<file path="src/pkg/dfud_pkg.sv">
/*
  constants for the firmware-upgrade functional descriptor and detach block:
  apb register map, descriptor layout, reset values and timing counts.
  assumes a 125 MHz pclk.
*/
`default_nettype none
package dfud_pkg;
  // descriptor bytes
  localparam logic [7:0]  DESC_LEN        = 8'h09;
  localparam logic [7:0]  DESC_TYPE       = 8'h21;
  localparam int          DESC_BYTES      = 9;
  localparam logic [3:0]  OFS_LEN         = 4'h0;
  localparam logic [3:0]  OFS_TYPE        = 4'h1;
  localparam logic [3:0]  OFS_ATTR        = 4'h2;
  localparam logic [3:0]  OFS_TMO_LO      = 4'h3;
  localparam logic [3:0]  OFS_TMO_HI      = 4'h4;
  localparam logic [3:0]  OFS_XFER_LO     = 4'h5;
  localparam logic [3:0]  OFS_XFER_HI     = 4'h6;
  localparam logic [3:0]  OFS_VER_LO      = 4'h7;
  localparam logic [3:0]  OFS_VER_HI      = 4'h8;
  // attribute bits
  localparam int          ATTR_DNLOAD     = 0;
  localparam int          ATTR_UPLOAD     = 1;
  localparam int          ATTR_MANIF      = 2;
  localparam int          ATTR_DETACH     = 3;
  localparam int          ATTR_ACCEL      = 7;
  localparam logic [7:0]  ATTR_MASK       = 8'h8f;
  localparam logic [15:0] ACCEL_XFER      = 16'h1000;
  // reset values
  localparam logic [7:0]  ATTR_RST        = 8'h00;
  localparam logic [15:0] TMO_RST         = 16'h00ff;
  localparam logic [15:0] XFER_RST        = 16'h0400;
  localparam logic [15:0] VER_RST         = 16'h011a;
  // apb map
  localparam logic [7:0]  REG_ATTR        = 8'h00;
  localparam logic [7:0]  REG_TMO         = 8'h04;
  localparam logic [7:0]  REG_XFER        = 8'h08;
  localparam logic [7:0]  REG_VER         = 8'h0c;
  localparam logic [7:0]  REG_CMD         = 8'h10;
  localparam logic [7:0]  REG_STAT        = 8'h14;
  localparam logic [7:0]  REG_DESC0       = 8'h18;
  localparam logic [7:0]  REG_DESC1       = 8'h1c;
  localparam logic [7:0]  REG_DESC2       = 8'h20;
  localparam int          CMD_DETACH      = 0;
  localparam int          CMD_ENTER_DFU   = 1;
  localparam int          CMD_LEAVE_DFU   = 2;
  // timing
  localparam int          CLK_HZ          = 125_000_000;
  localparam int          TICK_MS         = 1;
  localparam int          TICK_CYC        = CLK_HZ / 1000 * TICK_MS;
  localparam int          DETACH_NS       = 10_000_000;
  localparam int          DETACH_CYC      = DETACH_NS / 8;
  localparam int          RESET_NS        = 10_000_000;
  localparam int          RESET_CYC       = RESET_NS / 8;
  typedef enum logic [2:0] {
    ST_RUN      = 3'b000,
    ST_WAIT     = 3'b001,
    ST_DETACHED = 3'b010,
    ST_BUSRST   = 3'b011,
    ST_DFU      = 3'b100
  } dfud_state_t;
endpackage
`default_nettype wire

</file>
<file path="src/design/dfud_top.sv">
/*
  firmware-upgrade functional descriptor source and detach/reconfiguration
  controller, apb slave. assumes usb_reset_in and cable_in are async pins
  and the usb core reads the descriptor bytes by index on the same clock.
*/
// The implementer's own choices: the register addresses and the APB register port.
`default_nettype none
module dfud_top #(
  parameter int TICK_CYCLES   = dfud_pkg::TICK_CYC,
  parameter int DETACH_CYCLES = dfud_pkg::DETACH_CYC,
  parameter int RESET_CYCLES  = dfud_pkg::RESET_CYC
) (
  input  wire logic        pclk,
  input  wire logic        presetn,
  input  wire logic        psel,
  input  wire logic        penable,
  input  wire logic        pwrite,
  input  wire logic [7:0]  paddr,
  input  wire logic [31:0] pwdata,
  output logic             pready,
  output logic             pslverr,
  output logic [31:0]      prdata,
  input  wire logic        detach_req,
  input  wire logic [15:0] detach_host_tmo,
  input  wire logic        usb_reset_in,
  input  wire logic        cable_in,
  input  wire logic [3:0]  desc_index,
  output logic [7:0]       desc_byte,
  output logic             dfu_mode,
  output logic             bus_detach,
  output logic             bus_reset_drive
);
  if (TICK_CYCLES < 1 || DETACH_CYCLES < 1 || RESET_CYCLES < 1) begin : g_bad_cfg
    $error("dfud_top: cycle counts must be at least one");
  end

  // pin synchronisers
  logic [1:0] rst_sync_r;
  logic [1:0] cab_sync_r;
  logic       cab_prev_r;
  always_ff @(posedge pclk or negedge presetn) begin
    if (!presetn) begin
      rst_sync_r <= 2'b00;
      cab_sync_r <= 2'b00;
      cab_prev_r <= 1'b0;
    end else begin
      rst_sync_r <= {rst_sync_r[0], usb_reset_in};
      cab_sync_r <= {cab_sync_r[0], cable_in};
      cab_prev_r <= cab_sync_r[1];
    end
  end
  logic usb_rst;
  logic cable_rise;
  assign usb_rst    = rst_sync_r[1];
  assign cable_rise = cab_sync_r[1] & ~cab_prev_r;

  // registers
  logic [7:0]  attr_r, attr_nxt;
  logic [15:0] tmo_r, tmo_nxt;
  logic [15:0] xfer_r, xfer_nxt;
  logic [15:0] ver_r, ver_nxt;
  logic [31:0] prdata_r, prdata_nxt;
  logic        pready_r, pready_nxt;
  logic        pslverr_r, pslverr_nxt;
  logic        cmd_detach, cmd_enter, cmd_leave;
  logic        wr, rd;
  logic [15:0] tmo_eff;
  dfud_pkg::dfud_state_t st_r, st_nxt;

  // descriptor byte mux shared by usb core and apb readback
  function automatic logic [7:0] desc_at(input logic [3:0] i, input logic [7:0] a,
                                         input logic [15:0] t, input logic [15:0] x,
                                         input logic [15:0] v);
    logic [7:0] b;
    b = 8'h00;
    case (i)
      dfud_pkg::OFS_LEN:     b = dfud_pkg::DESC_LEN;
      dfud_pkg::OFS_TYPE:    b = dfud_pkg::DESC_TYPE;
      dfud_pkg::OFS_ATTR:    b = a;
      dfud_pkg::OFS_TMO_LO:  b = t[7:0];
      dfud_pkg::OFS_TMO_HI:  b = t[15:8];
      dfud_pkg::OFS_XFER_LO: b = x[7:0];
      dfud_pkg::OFS_XFER_HI: b = x[15:8];
      dfud_pkg::OFS_VER_LO:  b = v[7:0];
      dfud_pkg::OFS_VER_HI:  b = v[15:8];
      default:               b = 8'h00;
    endcase
    return b;
  endfunction

  // accelerated upload fixes the transfer size the host sees
  logic [15:0] xfer_eff;
  assign xfer_eff = attr_r[dfud_pkg::ATTR_ACCEL] ? dfud_pkg::ACCEL_XFER : xfer_r;

  assign wr = psel & penable & pwrite;
  assign rd = psel & ~penable & ~pwrite;

  always_comb begin
    attr_nxt    = attr_r;
    tmo_nxt     = tmo_r;
    xfer_nxt    = xfer_r;
    ver_nxt     = ver_r;
    cmd_detach  = 1'b0;
    cmd_enter   = 1'b0;
    cmd_leave   = 1'b0;
    prdata_nxt  = prdata_r;
    pready_nxt  = psel & ~penable;
    pslverr_nxt = 1'b0;
    if (psel & ~penable) begin
      case (paddr)
        dfud_pkg::REG_ATTR, dfud_pkg::REG_TMO, dfud_pkg::REG_XFER, dfud_pkg::REG_VER,
        dfud_pkg::REG_CMD, dfud_pkg::REG_STAT, dfud_pkg::REG_DESC0,
        dfud_pkg::REG_DESC1, dfud_pkg::REG_DESC2: pslverr_nxt = 1'b0;
        default:                                    pslverr_nxt = 1'b1;
      endcase
    end
    if (wr & pready_r & ~pslverr_r) begin
      case (paddr)
        // reserved bits 6:4 forced to zero
        dfud_pkg::REG_ATTR: attr_nxt = pwdata[7:0] & dfud_pkg::ATTR_MASK;
        dfud_pkg::REG_TMO:  tmo_nxt  = pwdata[15:0];
        dfud_pkg::REG_XFER: xfer_nxt = pwdata[15:0];
        dfud_pkg::REG_VER:  ver_nxt  = pwdata[15:0];
        dfud_pkg::REG_CMD: begin
          cmd_detach = pwdata[dfud_pkg::CMD_DETACH];
          cmd_enter  = pwdata[dfud_pkg::CMD_ENTER_DFU];
          cmd_leave  = pwdata[dfud_pkg::CMD_LEAVE_DFU];
        end
        default: attr_nxt = attr_r;
      endcase
    end
    if (rd) begin
      case (paddr)
        dfud_pkg::REG_ATTR:  prdata_nxt = {24'h000000, attr_r};
        dfud_pkg::REG_TMO:   prdata_nxt = {16'h0000, tmo_r};
        dfud_pkg::REG_XFER:  prdata_nxt = {16'h0000, xfer_eff};
        dfud_pkg::REG_VER:   prdata_nxt = {16'h0000, ver_r};
        dfud_pkg::REG_STAT:  prdata_nxt = {28'h0000000, bus_reset_drive, bus_detach,
                                           dfu_mode, st_r != dfud_pkg::ST_RUN &&
                                           st_r != dfud_pkg::ST_DFU};
        dfud_pkg::REG_DESC0: prdata_nxt = {desc_at(4'h3, attr_r, tmo_r, xfer_eff, ver_r),
                                           desc_at(4'h2, attr_r, tmo_r, xfer_eff, ver_r),
                                           dfud_pkg::DESC_TYPE, dfud_pkg::DESC_LEN};
        dfud_pkg::REG_DESC1: prdata_nxt = {ver_r[7:0], xfer_eff, tmo_r[15:8]};
        dfud_pkg::REG_DESC2: prdata_nxt = {24'h000000, ver_r[15:8]};
        default:             prdata_nxt = 32'h00000000;
      endcase
    end
  end

  always_ff @(posedge pclk or negedge presetn) begin
    if (!presetn) begin
      attr_r    <= dfud_pkg::ATTR_RST;
      tmo_r     <= dfud_pkg::TMO_RST;
      xfer_r    <= dfud_pkg::XFER_RST;
      ver_r     <= dfud_pkg::VER_RST;
      prdata_r  <= 32'h00000000;
      pready_r  <= 1'b0;
      pslverr_r <= 1'b0;
    end else begin
      attr_r    <= attr_nxt;
      tmo_r     <= tmo_nxt;
      xfer_r    <= xfer_nxt;
      ver_r     <= ver_nxt;
      prdata_r  <= prdata_nxt;
      pready_r  <= pready_nxt;
      pslverr_r <= pslverr_nxt;
    end
  end
  assign pready  = pready_r;
  assign pslverr = pslverr_r;
  assign prdata  = prdata_r;

  // reconfiguration controller
  logic [31:0] tick_r, tick_nxt;
  logic [15:0] ms_r, ms_nxt;
  logic [31:0] cnt_r, cnt_nxt;
  logic [15:0] lim_r, lim_nxt;
  logic [7:0]  desc_r, desc_nxt;
  logic        dfu_r, dfu_nxt, det_r, det_nxt, drv_r, drv_nxt;
  logic        detach_ev;

  assign detach_ev = detach_req | cmd_detach;
  // the host may only shorten the wait; its value is stale outside the request pulse
  assign tmo_eff = (detach_req && detach_host_tmo != 16'h0000 && detach_host_tmo < tmo_r)
                   ? detach_host_tmo : tmo_r;

  always_comb begin
    st_nxt   = st_r;
    tick_nxt = tick_r;
    ms_nxt   = ms_r;
    cnt_nxt  = cnt_r;
    lim_nxt  = lim_r;
    case (st_r)
      dfud_pkg::ST_RUN: begin
        if (detach_ev & ~cmd_enter) begin
          st_nxt   = attr_r[dfud_pkg::ATTR_DETACH] ? dfud_pkg::ST_DETACHED
                                                   : dfud_pkg::ST_WAIT;
          tick_nxt = 32'd0;
          ms_nxt   = 16'd0;
          cnt_nxt  = 32'd0;
          lim_nxt  = tmo_eff;
        end
        if (usb_rst & cmd_enter) begin
          st_nxt = dfud_pkg::ST_DFU;
        end
        if (cable_rise) begin
          st_nxt = dfud_pkg::ST_DFU;
        end
      end
      dfud_pkg::ST_WAIT: begin
        if (tick_r == 32'(TICK_CYCLES - 1)) begin
          tick_nxt = 32'd0;
          ms_nxt   = ms_r + 16'd1;
        end else begin
          tick_nxt = tick_r + 32'd1;
        end
        if (usb_rst) begin
          st_nxt = dfud_pkg::ST_DFU;
        end else if (cmd_enter) begin
          st_nxt  = dfud_pkg::ST_BUSRST;
          cnt_nxt = 32'd0;
        end else if (ms_r >= lim_r) begin
          st_nxt = dfud_pkg::ST_RUN;
        end
      end
      dfud_pkg::ST_DETACHED: begin
        // no host reset is expected here; the re-attach itself starts upgrade mode
        cnt_nxt = cnt_r + 32'd1;
        if (cnt_r == 32'(DETACH_CYCLES - 1)) begin
          st_nxt = dfud_pkg::ST_DFU;
        end
      end
      dfud_pkg::ST_BUSRST: begin
        cnt_nxt = cnt_r + 32'd1;
        if (cnt_r == 32'(RESET_CYCLES - 1)) begin
          st_nxt = dfud_pkg::ST_DFU;
        end
      end
      dfud_pkg::ST_DFU: begin
        if (cmd_leave) begin
          st_nxt = dfud_pkg::ST_RUN;
        end
      end
      default: st_nxt = dfud_pkg::ST_RUN;
    endcase
    dfu_nxt  = (st_nxt == dfud_pkg::ST_DFU);
    det_nxt  = (st_nxt == dfud_pkg::ST_DETACHED);
    drv_nxt  = (st_nxt == dfud_pkg::ST_BUSRST);
    // same bytes in both descriptor sets: no mode term in the mux
    desc_nxt = desc_at(desc_index, attr_r, tmo_r, xfer_eff, ver_r);
  end

  always_ff @(posedge pclk or negedge presetn) begin
    if (!presetn) begin
      st_r   <= dfud_pkg::ST_RUN;
      tick_r <= 32'd0;
      ms_r   <= 16'd0;
      cnt_r  <= 32'd0;
      lim_r  <= 16'd0;
      desc_r <= 8'h00;
      dfu_r  <= 1'b0;
      det_r  <= 1'b0;
      drv_r  <= 1'b0;
    end else begin
      st_r   <= st_nxt;
      tick_r <= tick_nxt;
      ms_r   <= ms_nxt;
      cnt_r  <= cnt_nxt;
      lim_r  <= lim_nxt;
      desc_r <= desc_nxt;
      dfu_r  <= dfu_nxt;
      det_r  <= det_nxt;
      drv_r  <= drv_nxt;
    end
  end
  assign desc_byte       = desc_r;
  assign dfu_mode        = dfu_r;
  assign bus_detach      = det_r;
  assign bus_reset_drive = drv_r;

  // checks
  len_byte_a: assert property (@(posedge pclk) disable iff (!presetn)
    desc_index == dfud_pkg::OFS_LEN |=> desc_byte == dfud_pkg::DESC_LEN)
    else $error("length byte wrong");
  type_byte_a: assert property (@(posedge pclk) disable iff (!presetn)
    desc_index == dfud_pkg::OFS_TYPE |=> desc_byte == dfud_pkg::DESC_TYPE)
    else $error("type byte wrong");
  attr_rsvd_a: assert property (@(posedge pclk) disable iff (!presetn)
    attr_r[6:4] == 3'b000)
    else $error("reserved attribute bits set");
  attr_byte_a: assert property (@(posedge pclk) disable iff (!presetn)
    desc_index == dfud_pkg::OFS_ATTR |=> desc_byte == $past(attr_r))
    else $error("attribute byte mismatch");
  wait_tmo_a: assert property (@(posedge pclk) disable iff (!presetn)
    st_r == dfud_pkg::ST_WAIT && ms_r >= lim_r && !usb_rst && !cmd_enter
    |=> st_r == dfud_pkg::ST_RUN)
    else $error("detach wait did not time out");
  wait_lim_a: assert property (@(posedge pclk) disable iff (!presetn)
    st_r == dfud_pkg::ST_RUN && detach_ev && !cmd_enter && !cable_rise
    |=> lim_r <= $past(tmo_r))
    else $error("timeout above descriptor maximum");
  wait_clr_a: assert property (@(posedge pclk) disable iff (!presetn)
    st_r == dfud_pkg::ST_RUN ##1 st_r == dfud_pkg::ST_WAIT |-> ms_r == 16'd0)
    else $error("timer not cleared");
  rst_dfu_a: assert property (@(posedge pclk) disable iff (!presetn)
    st_r == dfud_pkg::ST_WAIT && usb_rst |=> st_r == dfud_pkg::ST_DFU ##1 dfu_mode)
    else $error("reset did not enter upgrade mode");
  self_det_a: assert property (@(posedge pclk) disable iff (!presetn)
    st_r == dfud_pkg::ST_RUN && detach_ev && !cmd_enter && !cable_rise &&
    attr_r[dfud_pkg::ATTR_DETACH] |=> ##1 bus_detach)
    else $error("no self detach");
  cable_a: assert property (@(posedge pclk) disable iff (!presetn)
    st_r == dfud_pkg::ST_RUN && cable_rise |=> st_r == dfud_pkg::ST_DFU)
    else $error("cable plug did not enter upgrade mode");
  wait_c: cover property (@(posedge pclk) st_r == dfud_pkg::ST_WAIT ##1
    st_r == dfud_pkg::ST_RUN);
  dfu_c: cover property (@(posedge pclk) st_r == dfud_pkg::ST_WAIT ##1
    st_r == dfud_pkg::ST_DFU);
  drv_c: cover property (@(posedge pclk) bus_reset_drive ##1 !bus_reset_drive);
endmodule
`default_nettype wire

</file>
<file path="config.mk">
export PLATFORM = sky130hd
export DESIGN_NAME = dfud_top
export DESIGN_NICKNAME = d
export VERILOG_FILES = /design/src/pkg/dfud_pkg.sv /design/src/design/dfud_top.sv
export SDC_FILE = /design/constraint.sdc
export NUM_CORES = 1
export LEC_CHECK = 0
export ABC_CLOCK_PERIOD_IN_PS = 2580
export BUFFER_PORTS_ARGS = -buffer_cell sky130_fd_sc_hd__buf_2
export CAP_MARGIN = 5
export CORE_UTILIZATION = 54
export CTS_CLUSTER_SIZE = 24
export DETAILED_ROUTE_END_ITERATION = 8
export PLACE_DENSITY = 0.77
export SYNTH_ARGS = -nofsm -noshare
export SYNTH_HDL_FRONTEND = slang
export SYNTH_SLANG_ARGS = --single-unit
</file>
<file path="constraint.sdc">
create_clock -name pclk -period 2.58 [get_ports pclk]
set_input_delay 0.516 -clock pclk [delete_from_list [all_inputs] [get_ports pclk]]
set_output_delay 0.516 -clock pclk [all_outputs]
set_load 0.05 [all_outputs]
</file>
# After elaboration in Yosys (flattened, before gate mapping)
# Cells that the tools add are included.
# W data, S select, Z words.
[word_totals] latch_bits=0 wordCells=120 mem_bits_ro=0 register_bits=202 output_inout_bits=45 mem_bits_rw=0 n_memories=0 input_bits=68
[op_classes] n_mul=0 bitwise_logic=15 div=0 n_shift=0 mux=31 n_eq_ne=30 reduce_logical=20 addsub=3 order_cmp=2
[op_table] op="$pmux W32 S8" count=1
[op_table] op="$mux W32" count=4
[op_table] op="$pmux W32 S3" count=1
[op_table] op="$pmux W8 S9" count=1
[op_table] op="$add A32 B1 Y32 const B" count=2
[op_table] op="$mux W16" count=4
[op_table] op="$pmux W32 S2" count=1
[op_table] op="$eq A32 B17 Y1 const B" count=1
[op_table] op="$eq A32 B21 Y1 const B" count=1
[op_table] op="$eq A8 B5 Y1 const B" count=4
[op_table] op="$pmux W16 S2" count=1
[op_table] op="$mux W3" count=8
[op_table] op="$add A16 B1 Y16 const B" count=1
[op_table] op="$eq A4 B3 Y1 const B" count=4
[op_table] op="$eq A8 B4 Y1 const B" count=2
[op_table] op="$ge A16 B16 Y1" count=1
[op_table] op="$lt A16 B16 Y1" count=1
[op_table] op="$reduce_bool A16 Y1" count=1
[op_table] op="$eq A3 B2 Y1 const B" count=4
[op_table] op="$pmux W3 S4" count=1
[op_table] op="$reduce_and A2 Y1" count=6
[op_table] op="$and A1 B1 Y1" count=9
[op_table] op="$reduce_or A9 Y1" count=1
[op_table] op="$eq A4 B2 Y1 const B" count=2
[op_table] op="21 further kinds" count=39

# Logic depth before layout (Yosys ltp)
# Gate-level depths: netlist of run 1.
[depth] ltp_word=12 depth_mapped=9 mapped_depth_nobuf=8

# Least setup slack after synthesis of run 1
# No wires, ideal clock.
[synth_path] path_kind="reg2reg" startpoint="register tmo_r[5]" endpoint="register lim_r[5]" slack_ns=-0.142 setup_ns=0.137 t_arrival_ns=2.585 stages_incl_launch_ff=10 t_required_ns=2.443 n_path_buf=1 synth_period_minus_slack_ns=2.722 cell_sequence="dfstp_2 inv_1 ha_1 a2111o_1 a31oi_1 o21ai_0 a211oi_2 buf_2 mux2i_1 a21oi_1"
[synth_between] elab_chain_cells=3
[synth_lines] item="start: declaration" line="dfud_top.sv:59" source="logic [15:0] tmo_r, tmo_nxt;"
[synth_lines] item="start signal: assignment" line="dfud_top.sv:154" source="tmo_r <= dfud_pkg::TMO_RST;"
[synth_lines] item="start signal: assignment" line="dfud_top.sv:162" source="tmo_r <= tmo_nxt;"
[synth_lines] item="$lt A16 B16 Y1" line="dfud_top.sv:185" source="assign tmo_eff = (detach_req && detach_host_tmo != 16'h0000 && detach_host_tmo < tmo_r)"
[synth_lines] item="$logic_and A1 B1 Y1" line="dfud_top.sv:185"
[synth_lines] item="$mux W16 *" line="dfud_top.sv:186" source="? detach_host_tmo : tmo_r;"
[synth_lines] item="end signal: assignment" line="dfud_top.sv:270" source="lim_r <= lim_nxt;"
[synth_lines] item="end: declaration" line="dfud_top.sv:178" source="logic [15:0] lim_r, lim_nxt;"
# Every way passes the cells marked *; elsewhere a longest branch is shown, timed or not.
# A chain may end at the register's enable or synchronous reset.

# Worst setup path in the final report of run 1
[layout_path] startpoint="register tmo_r[4]" endpoint="register lim_r[14]"
[layout_between] elab_chain_cells=3
[layout_lines] item="$lt A16 B16 Y1" line="dfud_top.sv:185"
[layout_lines] item="$logic_and A1 B1 Y1" line="dfud_top.sv:185"
[layout_lines] item="$mux W16" line="dfud_top.sv:186"
# No other way between the ends.

==> results of run 1 <==
## area by class of cell
| class | instances | area [sq um] | area share [%] |
|---|---|---|---|
| clock buffers | 29 | 638.1 | 4.851 |
| clock inverters | 11 | 188.9 | 1.436 |
| inverters | 44 | 165.2 | 1.255 |
| multi-input cells | 869 | 5669 | 43.09 |
| flip-flops and latches | 202 | 5071 | 38.55 |
| well taps | 270 | 337.8 | 2.568 |
| repair buffers | 164 | 1085 | 8.246 |
## cell usage in the layout (no fill, tap or decap), types with 6 or more instances in the layout
cell,count
xnor2_1,11
a21o_1,6
dfrtp_1,189
buf_2,95
a22oi_1,27
o21ai_0,101
and4_1,9
nand2_1,73
mux2_2,44
ha_1,34
nand3_1,40
nor2b_1,16
a22o_1,7
o31ai_1,30
nor3_1,26
or3_1,7
buf_12,6
o21ai_1,8
and3_1,15
mux2i_1,25
and2_1,10
nor2_1,117
a41oi_1,6
nand4_1,27
a21oi_1,83
inv_1,43
nand2b_1,11
a31oi_1,26
buf_4,59
clkbuf_16,23
nor4_1,18
dfstp_2,13
## registers in the layout (all words and copies together), names as in the netlist, 2 cells and up
register	flops
tmo_r	16
ms_r	16
ver_r	16
attr_r	5
st_r	3
lim_r	16
cab_sync_r	2
cnt_r	32
desc_byte	8
xfer_r	16
rst_sync_r	2
tick_r	32
prdata	32
## cells by family after synthesis
family	count (synthesis)	synth area share, %
adders and majority gates	34	3.820
DFF	202	45.54
muxes	76	7.775
buffers and inverters	112	3.933
and+or+nand+nor	398	18.15
xor gates and xnor gates	11	0.8651
AOI/OAI and AO/OA	350	19.92
## worst reg2reg max path: stages (launching register included)
cell and delay (ns):
dfstp_2 0.55, inv_1 0.10, ha_1 0.20, a2111o_1 0.42
a31oi_1 0.14, o21ai_1 0.13, a211oi_4 0.30, buf_6 0.18
mux2i_1 0.30, a21oi_1 0.11
## how the worst max path moves through the flow
| stage | end |
|---|---|
| 2_1_floorplan | cnt_r[3]$_DFFE_PN0P_ |
| 3_3_place_gp | cnt_r[14]$_DFFE_PN0P_ |
| 3_5_place_dp | cnt_r[22]$_DFFE_PN0P_ |
| 4_1_cts | lim_r[15]$_DFFE_PN0P_ |
| 5_1_grt | lim_r[0]$_DFFE_PN0P_ |
| 6_report | lim_r[14]$_DFFE_PN0P_ |
## routing by layer
metal | global-route usage (%) | vias to the layer above | wire length (um)
li1 | - | 4639 | -
met1 | 40.55 | 4794 | 13380
met2 | 44.95 | 403 | 13670
met3 | 5.549 | 68 | 2305
met4 | 8.842 | 0 | 791
met5 | 0 | - | 0
## power groups by stage
stage / Combinational [mW] / Sequential (mW) / Clock [mW]
5_1_grt: 2.29 / 3.71 / 3.74
6_report: 2.08 / 3.67 / 3.56
3_3_place_gp: 2.00 / 3.71 / 0
3_5_place_dp: 2.06 / 3.72 / 0
2_1_floorplan: 1.10 / 3.97 / 0
4_1_cts: 2.07 / 3.67 / 3.60
## stage by stage
stage,utilization [%],instances,TNS [ns]
4_1_cts,64.90,1588,0
2_1_floorplan,-,1183,0
5_1_grt,65.01,1589,0
3_5_place_dp,60.72,1547,-7.708
6_report,65.01,1589,0
3_3_place_gp,60.72,1547,-5.475
## repair_timing
item / CTS / global route
endpoints found under the setup margin: 1 / 16
pin swaps: 0 / 1
hold buffers: 1 / 0
setup buffers: 0 / 1
endpoints found under the hold margin: 43 / 0
gates resized for setup: 2 / 5
==> flow_summary.ini, run 1 <==
[outcome]
outcome = finished, final reports clean

[detailed_routing]
via_count = 9904
routed_wl_um = 30140
wl_per_cell_um = 18.97
antenna_left = 0
remaining_drc_errors = 0
dr.first_iter.drc_count = 1132
avgViaCountPerCell = 6.233
dr.pass1.iters = 6

[synth]
ys_ff_latch = 202
yosys.cell_count.top_type = dfrtp_1
synth_area_leaders = dfrtp_1, o21ai_0, mux2_2
synth-main-ff-cell = dfrtp_1
synth_top_area_share_pct = 42.47
synth_edf_count = 0
synthesis.area_sq_um = 11140
synth_area_per_cell_sq_um = 9.413
synth_top_cell_by_area = dfrtp_1
async_reset_ff_share_pct = 100.0
synthTopCellsByCount = dfrtp_1, nor2_1, o21ai_0, a21oi_1, nand2_1
synth_nets = 1285
synthDistinctLibCells = 67
ys_warn_count = 0
synth_seq_area_share_pct = 45.54
synthCells = 1183

[pwr]
leakagePower_nw = 5.983
total_power_mw = 9.304
power_density_nw_per_um2 = 707.3
ir_drop_uv = 507.2
swShare_pct = 31.36
intPower_mw = 6.387
p_comb_share_pct = 22.3
p_seq_share_pct = 39.4
p_clk_share_pct = 38.3
net-switching-power_mw = 2.918

[cells_and_area]
syn_to_final_growth_pct = 18.13
nNetsFinal = 1405
stdcell_area_sq_um = 13160
nFillCells = 1646
drive_above_1_share_pct = 21.38
antenna_cells = 0

[global_route]
grt_use_total_pct = 28.74
grt_pass1_wl_um = 49060
grt_pass1_vias = 9383
grt_overflow = 0
grt_max_degree = 68
antenna_found_initial = 0

[floorplanning]
start_util_pct = 55.03
placeableCoreArea_sq_um = 20230
ioPinCount = 113
die_height_um = 145.6
die_area_sq_um = 21200
row_count = 52
die_w_um = 145.6

[place]
placed_cell_area_sq_um = 12290
place.gp.congestion = 0.9974
dp_hpwl_um = 21400
port-buffer-count = 96
place_ws_ns = -0.1763

[timing]
slew_headroom_pct = 56.38
fin_crit_sh_pct = 98.82
finalHoldViolations = 0
slew_viol_final = 0
rsz0062_at_grt = false
fin_ws_ns = 0.03044
skew_ns = 0.006828
fin_crit_ns = 2.550
finalSetupViolations = 0
fmax_mhz = 392.2
max_slew.worst_pin.slew_ns = 0.6483
whs_ns = 0.1114

[worst_hold_path]
whs_path_depth = 1
hold_start = usb_reset_in
min_path_type = input pin to register
hold_path_end = rst_sync_r[0]$_DFF_PN0_

[setup_path]
critPathRequiredTime_ns = 2.97
max_stage_delay_ns = 0.55
rr_startpoint = tmo_r[4]$_DFFE_PN1P_
worstPathArrival_ns = 2.94
cp-start-kind = register
r2r_setup_slack_ns = 0.03
cp_num_cells = 9
ff2ff_path_depth = 9
worstSetupPathType = register to register
reg2reg_to = lim_r[14]$_DFFE_PN0P_
startpoint = tmo_r[4]$_DFFE_PN1P_
critical_path.top_delay_family = compound AO/OA/AOI/OAI gates
critPathCaptureType = register
cp_slowest_cell = dfstp_2
crit_chain = inv_1, ha_1, a2111o_1, a31oi_1, o21ai_1, a211oi_4, buf_6, mux2i_1, a21oi_1
cp_max_fo = 5
crit_buf_inv = 2

[clock_network]
numCtsBuffers = 22
root_buffer = clkbuf_16
cts.reportedPaths.clkPinSlew_ns = 0.06
cts.sinks = 202
cts.path.max_buffers = 3
cts_tree = yes
htree_num_levels = 1
insertion_delay_ns = 0.51

[job]
max_cap_viol_count = 0
No activity file was read; power rests on OpenSTA's default activity.
==> inputs of run 2 (changes only) <==
CORE_ASPECT_RATIO = 0.75   (was unset)
==> run 2 against run 1 <==
Flip-flop and latch count unchanged. Hold slack worse by 0.10 ns. Sequential power about the same. Core utilization down 0.69 points. Cell area shrank 1.2%.
==> flow_summary.ini, run 2 (synthesis gave the netlist of run 1 again) <==
[outcome]
outcome = finished, final reports clean

[clock_network]
cts_resized = 0
root_buffer = clkbuf_16
cts.path.max_buffers = 3
htree_num_levels = 1
insertion_delay_ns = 0.52
cts.reportedPaths.clkPinSlew_ns = 0.06
post_cts_buffers = 0
cts.sinks = 202
numCtsBuffers = 22
cts_tree = yes
cts_hold_buffers = 0

[pwr]
p_comb_share_pct = 24.0
power_density_nw_per_um2 = 666.2
p_clk_share_pct = 33.8
intPower_mw = 5.804
net-switching-power_mw = 2.858
p_seq_share_pct = 42.2
leakagePower_nw = 5.890
total_power_mw = 8.662
swShare_pct = 32.99
ir_drop_uv = 482.5

[timing]
slew_headroom_pct = 48.21
slew_viol_final = 0
fin_crit_ns = 2.470
skew_ns = 0.02246
finalHoldViolations = 0
fmax_mhz = 404.8
fin_crit_sh_pct = 95.75
whs_ns = 0.009791
fin_ws_ns = 0.1096
max_slew.worst_pin.slew_ns = 0.7698
rsz0062_at_grt = true
finalSetupViolations = 0

[place]
placed_cell_area_sq_um = 12320
dp_hpwl_um = 22850
port-buffer-count = 96
place_ws_ns = -0.2118
place.gp.congestion = 1.043

[cells_and_area]
multiInputGateArea_sq_um = 5674
nFillCells = 1637
drive_above_1_share_pct = 20.63
register_area_sq_um = 5071
final_common_cell = dfrtp_1
syn_to_final_growth_pct = 16.76
nNetsFinal = 1399
layout_common_cells = dfrtp_1, nor2_1, o21ai_0, buf_2, a21oi_1
stdcell_area_sq_um = 13000
antenna_cells = 0

[setup_path]
startpoint = tmo_r[5]$_DFFE_PN1P_
cp_max_fo = 8
rr_startpoint = tmo_r[5]$_DFFE_PN1P_
worstPathArrival_ns = 2.87
worstSetupPathType = register to register
critPathRequiredTime_ns = 2.98
reg2reg_to = lim_r[5]$_DFFE_PN0P_
cp-start-kind = register
critPathCaptureType = register
ff2ff_path_depth = 9
r2r_setup_slack_ns = 0.11

[detailed_routing]
avgViaCountPerCell = 6.402
dr.pass1.iters = 6
wl_per_cell_um = 20.08
routed_wl_um = 31460
remaining_drc_errors = 0
dr.first_iter.drc_count = 1115
via_count = 10030
antenna_left = 0

[global_route]
grt_pass1_wl_um = 50250
grt_max_degree = 72
met2_usage_pct = 40.20
antenna_found_initial = 0
grt_pass1_vias = 9019
grt_use_met3_pct = 9.204
grt_use_total_pct = 30.02
grt_overflow = 0
use_met1_pct = 47.51
busiest_layer = met1

[floorplanning]
die_height_um = 126.4
start_util_pct = 55.09
ioPinCount = 113
die_area_sq_um = 21210
die_w_um = 167.8
row_count = 45
placeableCoreArea_sq_um = 20210

[worst_hold_path]
min_path_type = input pin to async pin

[job]
max_cap_viol_count = 0
==> run 2: cell types whose count changed in the layout (fill, tap and decap cells not counted), moves of 3 or more <==
cell	change
buf_4	-11
buf_12	+6
bufinv_16	-5
clkbuf_1	+3
==> run 2: power groups by stage <==
stage | Combinational [mW] | Clock, mW | Sequential (mW)
6_report | 2.08 | 2.93 | 3.65
5_1_grt | 2.30 | 3.11 | 3.69
4_1_cts | 2.08 | 2.98 | 3.65
3_5_place_dp | 2.07 | 0 | 3.71
3_3_place_gp | 2.01 | 0 | 3.70
2_1_floorplan | 1.10 | 0 | 3.97
==> run 2: per-stage QoR <==
stage | instances | util, % | setup TNS (ns)
after floorplan | 1183 | - | 0
after global placement | 1531 | 60.95 | -1.906
after detailed placement | 1531 | 60.95 | -5.446
after CTS | 1567 | 64.20 | 0
after global routing | 1567 | 64.33 | -0.1439
final | 1567 | 64.33 | 0
==> run 2: worst max path at each step <==
stage	cells past startpoint	to	slack [ns]
floorplan	7	cnt_r[3]$_DFFE_PN0P_	0.05
detailed placement	8	cnt_r[14]$_DFFE_PN0P_	-0.21
CTS	9	lim_r[14]$_DFFE_PN0P_	0.07
global placement	8	cnt_r[14]$_DFFE_PN0P_	-0.14
global route	9	lim_r[5]$_DFFE_PN0P_	-0.07
finish	9	lim_r[5]$_DFFE_PN0P_	0.11
==> run 2: cell type report <==
| class | instances | area share [%] |
|---|---|---|
| clock buffer | 30 | 4.696 |
| clock inverter | 6 | 0.3560 |
| inverter | 44 | 1.270 |
| multi-input combinational | 869 | 43.64 |
| sequential | 202 | 39.00 |
| tap | 258 | 2.483 |
| timing repair buffer | 158 | 8.555 |
==> run 2: critical path, stage by stage, from the launching register on <==
cell      delay (ns)
dfstp_2         0.53
inv_1           0.05
ha_1            0.31
a2111o_1        0.37
a31oi_1         0.13
o21ai_1         0.12
a211oi_4        0.27
buf_6           0.20
mux2i_2         0.26
a21oi_1         0.09
==> run 2: routing by layer <==
layer	wire [um]	share of wire [%]	vias to the layer above
met1	14710	47	4877
met2	12740	40	477
met3	3532	11	58
li1	-	-	4620
met5	0	0	-
met4	475	1.5	0
==> inputs of run 3 (changes only) <==
PLACE_DENSITY = 0.78   (was 0.77)
==> run 3 against run 2 <==
Cell area up 0.41%. Cell count up 0.32%. Critical path type unchanged. Critical endpoint is now lim_r[12]$_DFFE_PN0P_. Sequential share of layout area down 0.15 points.
==> flow_summary.ini, run 3 (synthesis gave the netlist of run 1 again) <==
[floorplanning]
ioPinCount = 113
die_w_um = 167.8
placeableCoreArea_sq_um = 20210
die_height_um = 126.4
start_util_pct = 55.09
die_area_sq_um = 21210
row_count = 45

[timing]
slew_viol_final = 0
finalSetupViolations = 0
fmax_mhz = 409.4
slew_headroom_pct = 50.25
fin_ws_ns = 0.1376
tns_ns = 0
max_slew.worst_pin.slew_ns = 0.7394
skew_ns = 0.01046
rsz0062_at_grt = false
finalHoldViolations = 0
fin_crit_ns = 2.442
fin_crit_sh_pct = 94.67

[clock_network]
cts.sinks = 202
root_buffer = clkbuf_16
cts.path.max_buffers = 3
post_cts_buffers = 0
cts.reportedPaths.clkPinSlew_ns = 0.06
htree_num_levels = 1
cts_tree = yes
insertion_delay_ns = 0.50
numCtsBuffers = 21

[global_route]
grt_use_total_pct = 30.57
grt_overflow = 0
grt_pass1_wl_um = 51510
grt_pass1_vias = 9339
grt_max_degree = 63
antenna_found_initial = 0

[place]
place_ws_ns = -0.1881
port-buffer-count = 96
place.gp.congestion = 1.002
dp_hpwl_um = 22710

[detailed_routing]
wl_per_cell_um = 20.07
dr.first_iter.drc_count = 1412
avgViaCountPerCell = 6.432
dr.pass1.iters = 7
remaining_drc_errors = 0
routed_wl_um = 31550
antenna_left = 0
via_count = 10110

[pwr]
power_density_nw_per_um2 = 681.2
leakagePower_nw = 5.928
ir_drop_uv = 454.1
total_power_mw = 8.894

[setup_path]
worstPathArrival_ns = 2.82
rr_startpoint = tmo_r[4]$_DFFE_PN1P_
cp-start-kind = register
critPathRequiredTime_ns = 2.96
critPathCaptureType = register
crit_end = lim_r[12]$_DFFE_PN0P_
reg2reg_to = lim_r[12]$_DFFE_PN0P_
ff2ff_path_depth = 9
cp_max_fo = 3
worstSetupPathType = register to register
r2r_setup_slack_ns = 0.14
startpoint = tmo_r[4]$_DFFE_PN1P_

[worst_hold_path]
min_path_type = input pin to register

[cells_and_area]
syn_to_final_growth_pct = 17.25
antenna_cells = 0
drive_above_1_share_pct = 21.08
layout_common_cells = dfrtp_1, nor2_1, o21ai_0, buf_2, a21oi_1
nNetsFinal = 1401
final_common_cell = dfrtp_1
utilization_pct = 64.59
nFillCells = 1623

[outcome]
outcome = finished, final reports clean

[job]
max_cap_viol_count = 0
-- run 3: changes by cell type in the layout (fill, tap and decap cells not counted), sizes merged --
cell         change
dlygate4sd3      +1
bufinv           +2
clkinvlp         -2
buf              +2
clkinv           -1
clkbuf           +2
inv              +1
-- run 3: worst min-delay path by stage --
| stage | slack (ns) | startpoint | end | cells past startpoint |
|---|---|---|---|---|
| after floorplan | 0.22 | presetn | attr_r[0]$_DFFE_PN0P_ | 0 |
| after global placement | 0.34 | cab_sync_r[0]$_DFF_PN0_ | cab_sync_r[1]$_DFF_PN0_ | 0 |
| after detailed placement | 0.34 | cab_sync_r[0]$_DFF_PN0_ | cab_sync_r[1]$_DFF_PN0_ | 0 |
| after CTS | 0.12 | usb_reset_in | rst_sync_r[0]$_DFF_PN0_ | 1 |
| after global routing | 0.11 | usb_reset_in | rst_sync_r[0]$_DFF_PN0_ | 1 |
| final | 0.13 | usb_reset_in | rst_sync_r[0]$_DFF_PN0_ | 1 |
-- run 3: cell type report --
type                       count  area [sq um]  share of cell area, %
inverter                      44         165.2                  1.265
timing repair buffer         161          1100                  8.424
clock buffer                  32         626.9                  4.801
sequential                   202          5072                  38.85
multi-input combinational    869          5685                  43.55
tap                          258         322.8                  2.472
clock inverter                 6         83.83                 0.6421
-- run 3: report_power, final --
part	total (mW)	switching [mW]	internal (mW)
Sequential	3.66	0.213	3.45
Clock	3.13	1.25	1.88
Combinational	2.10	1.41	0.692
Total	8.89	2.88	6.02
-- run 3: through the flow --
| stage | cell area (sq um) | hold slack (ns) | instances |
|---|---|---|---|
| after CTS | 13020 | 0.1153 | 1572 |
| after floorplan | 11150 | 0.2204 | 1183 |
| after detailed placement | 12300 | 0.3418 | 1533 |
| after global routing | 13060 | 0.1142 | 1572 |
| final | 13060 | 0.1310 | 1572 |
| after global placement | 12300 | 0.3354 | 1533 |
-- run 3: worst max-delay path: stages, from the launching register on --
cell      delay [ns]
dfstp_2         0.53
inv_2           0.07
ha_1            0.18
a2111o_1        0.40
a31oi_1         0.16
o21ai_1         0.14
a211oi_4        0.29
buf_4           0.20
mux2i_2         0.25
a21oi_1         0.09
-- run 3: timing repair --
action / CTS / global route
hold buffers: 1 / 0
resized for setup: 0 / 9
setup endpoints to repair: 0 / 24
hold endpoints to repair: 42 / 0
-- run 3: layer usage --
| metal | up-vias | track usage [%] | wire [um] |
|---|---|---|---|
| li1 | 4625 | - | - |
| met2 | 479 | 42.13 | 12930 |
| met5 | - | 0 | 0 |
| met1 | 4957 | 48.65 | 14790 |
| met4 | 0 | 6.044 | 543 |
| met3 | 50 | 7.020 | 3282 |
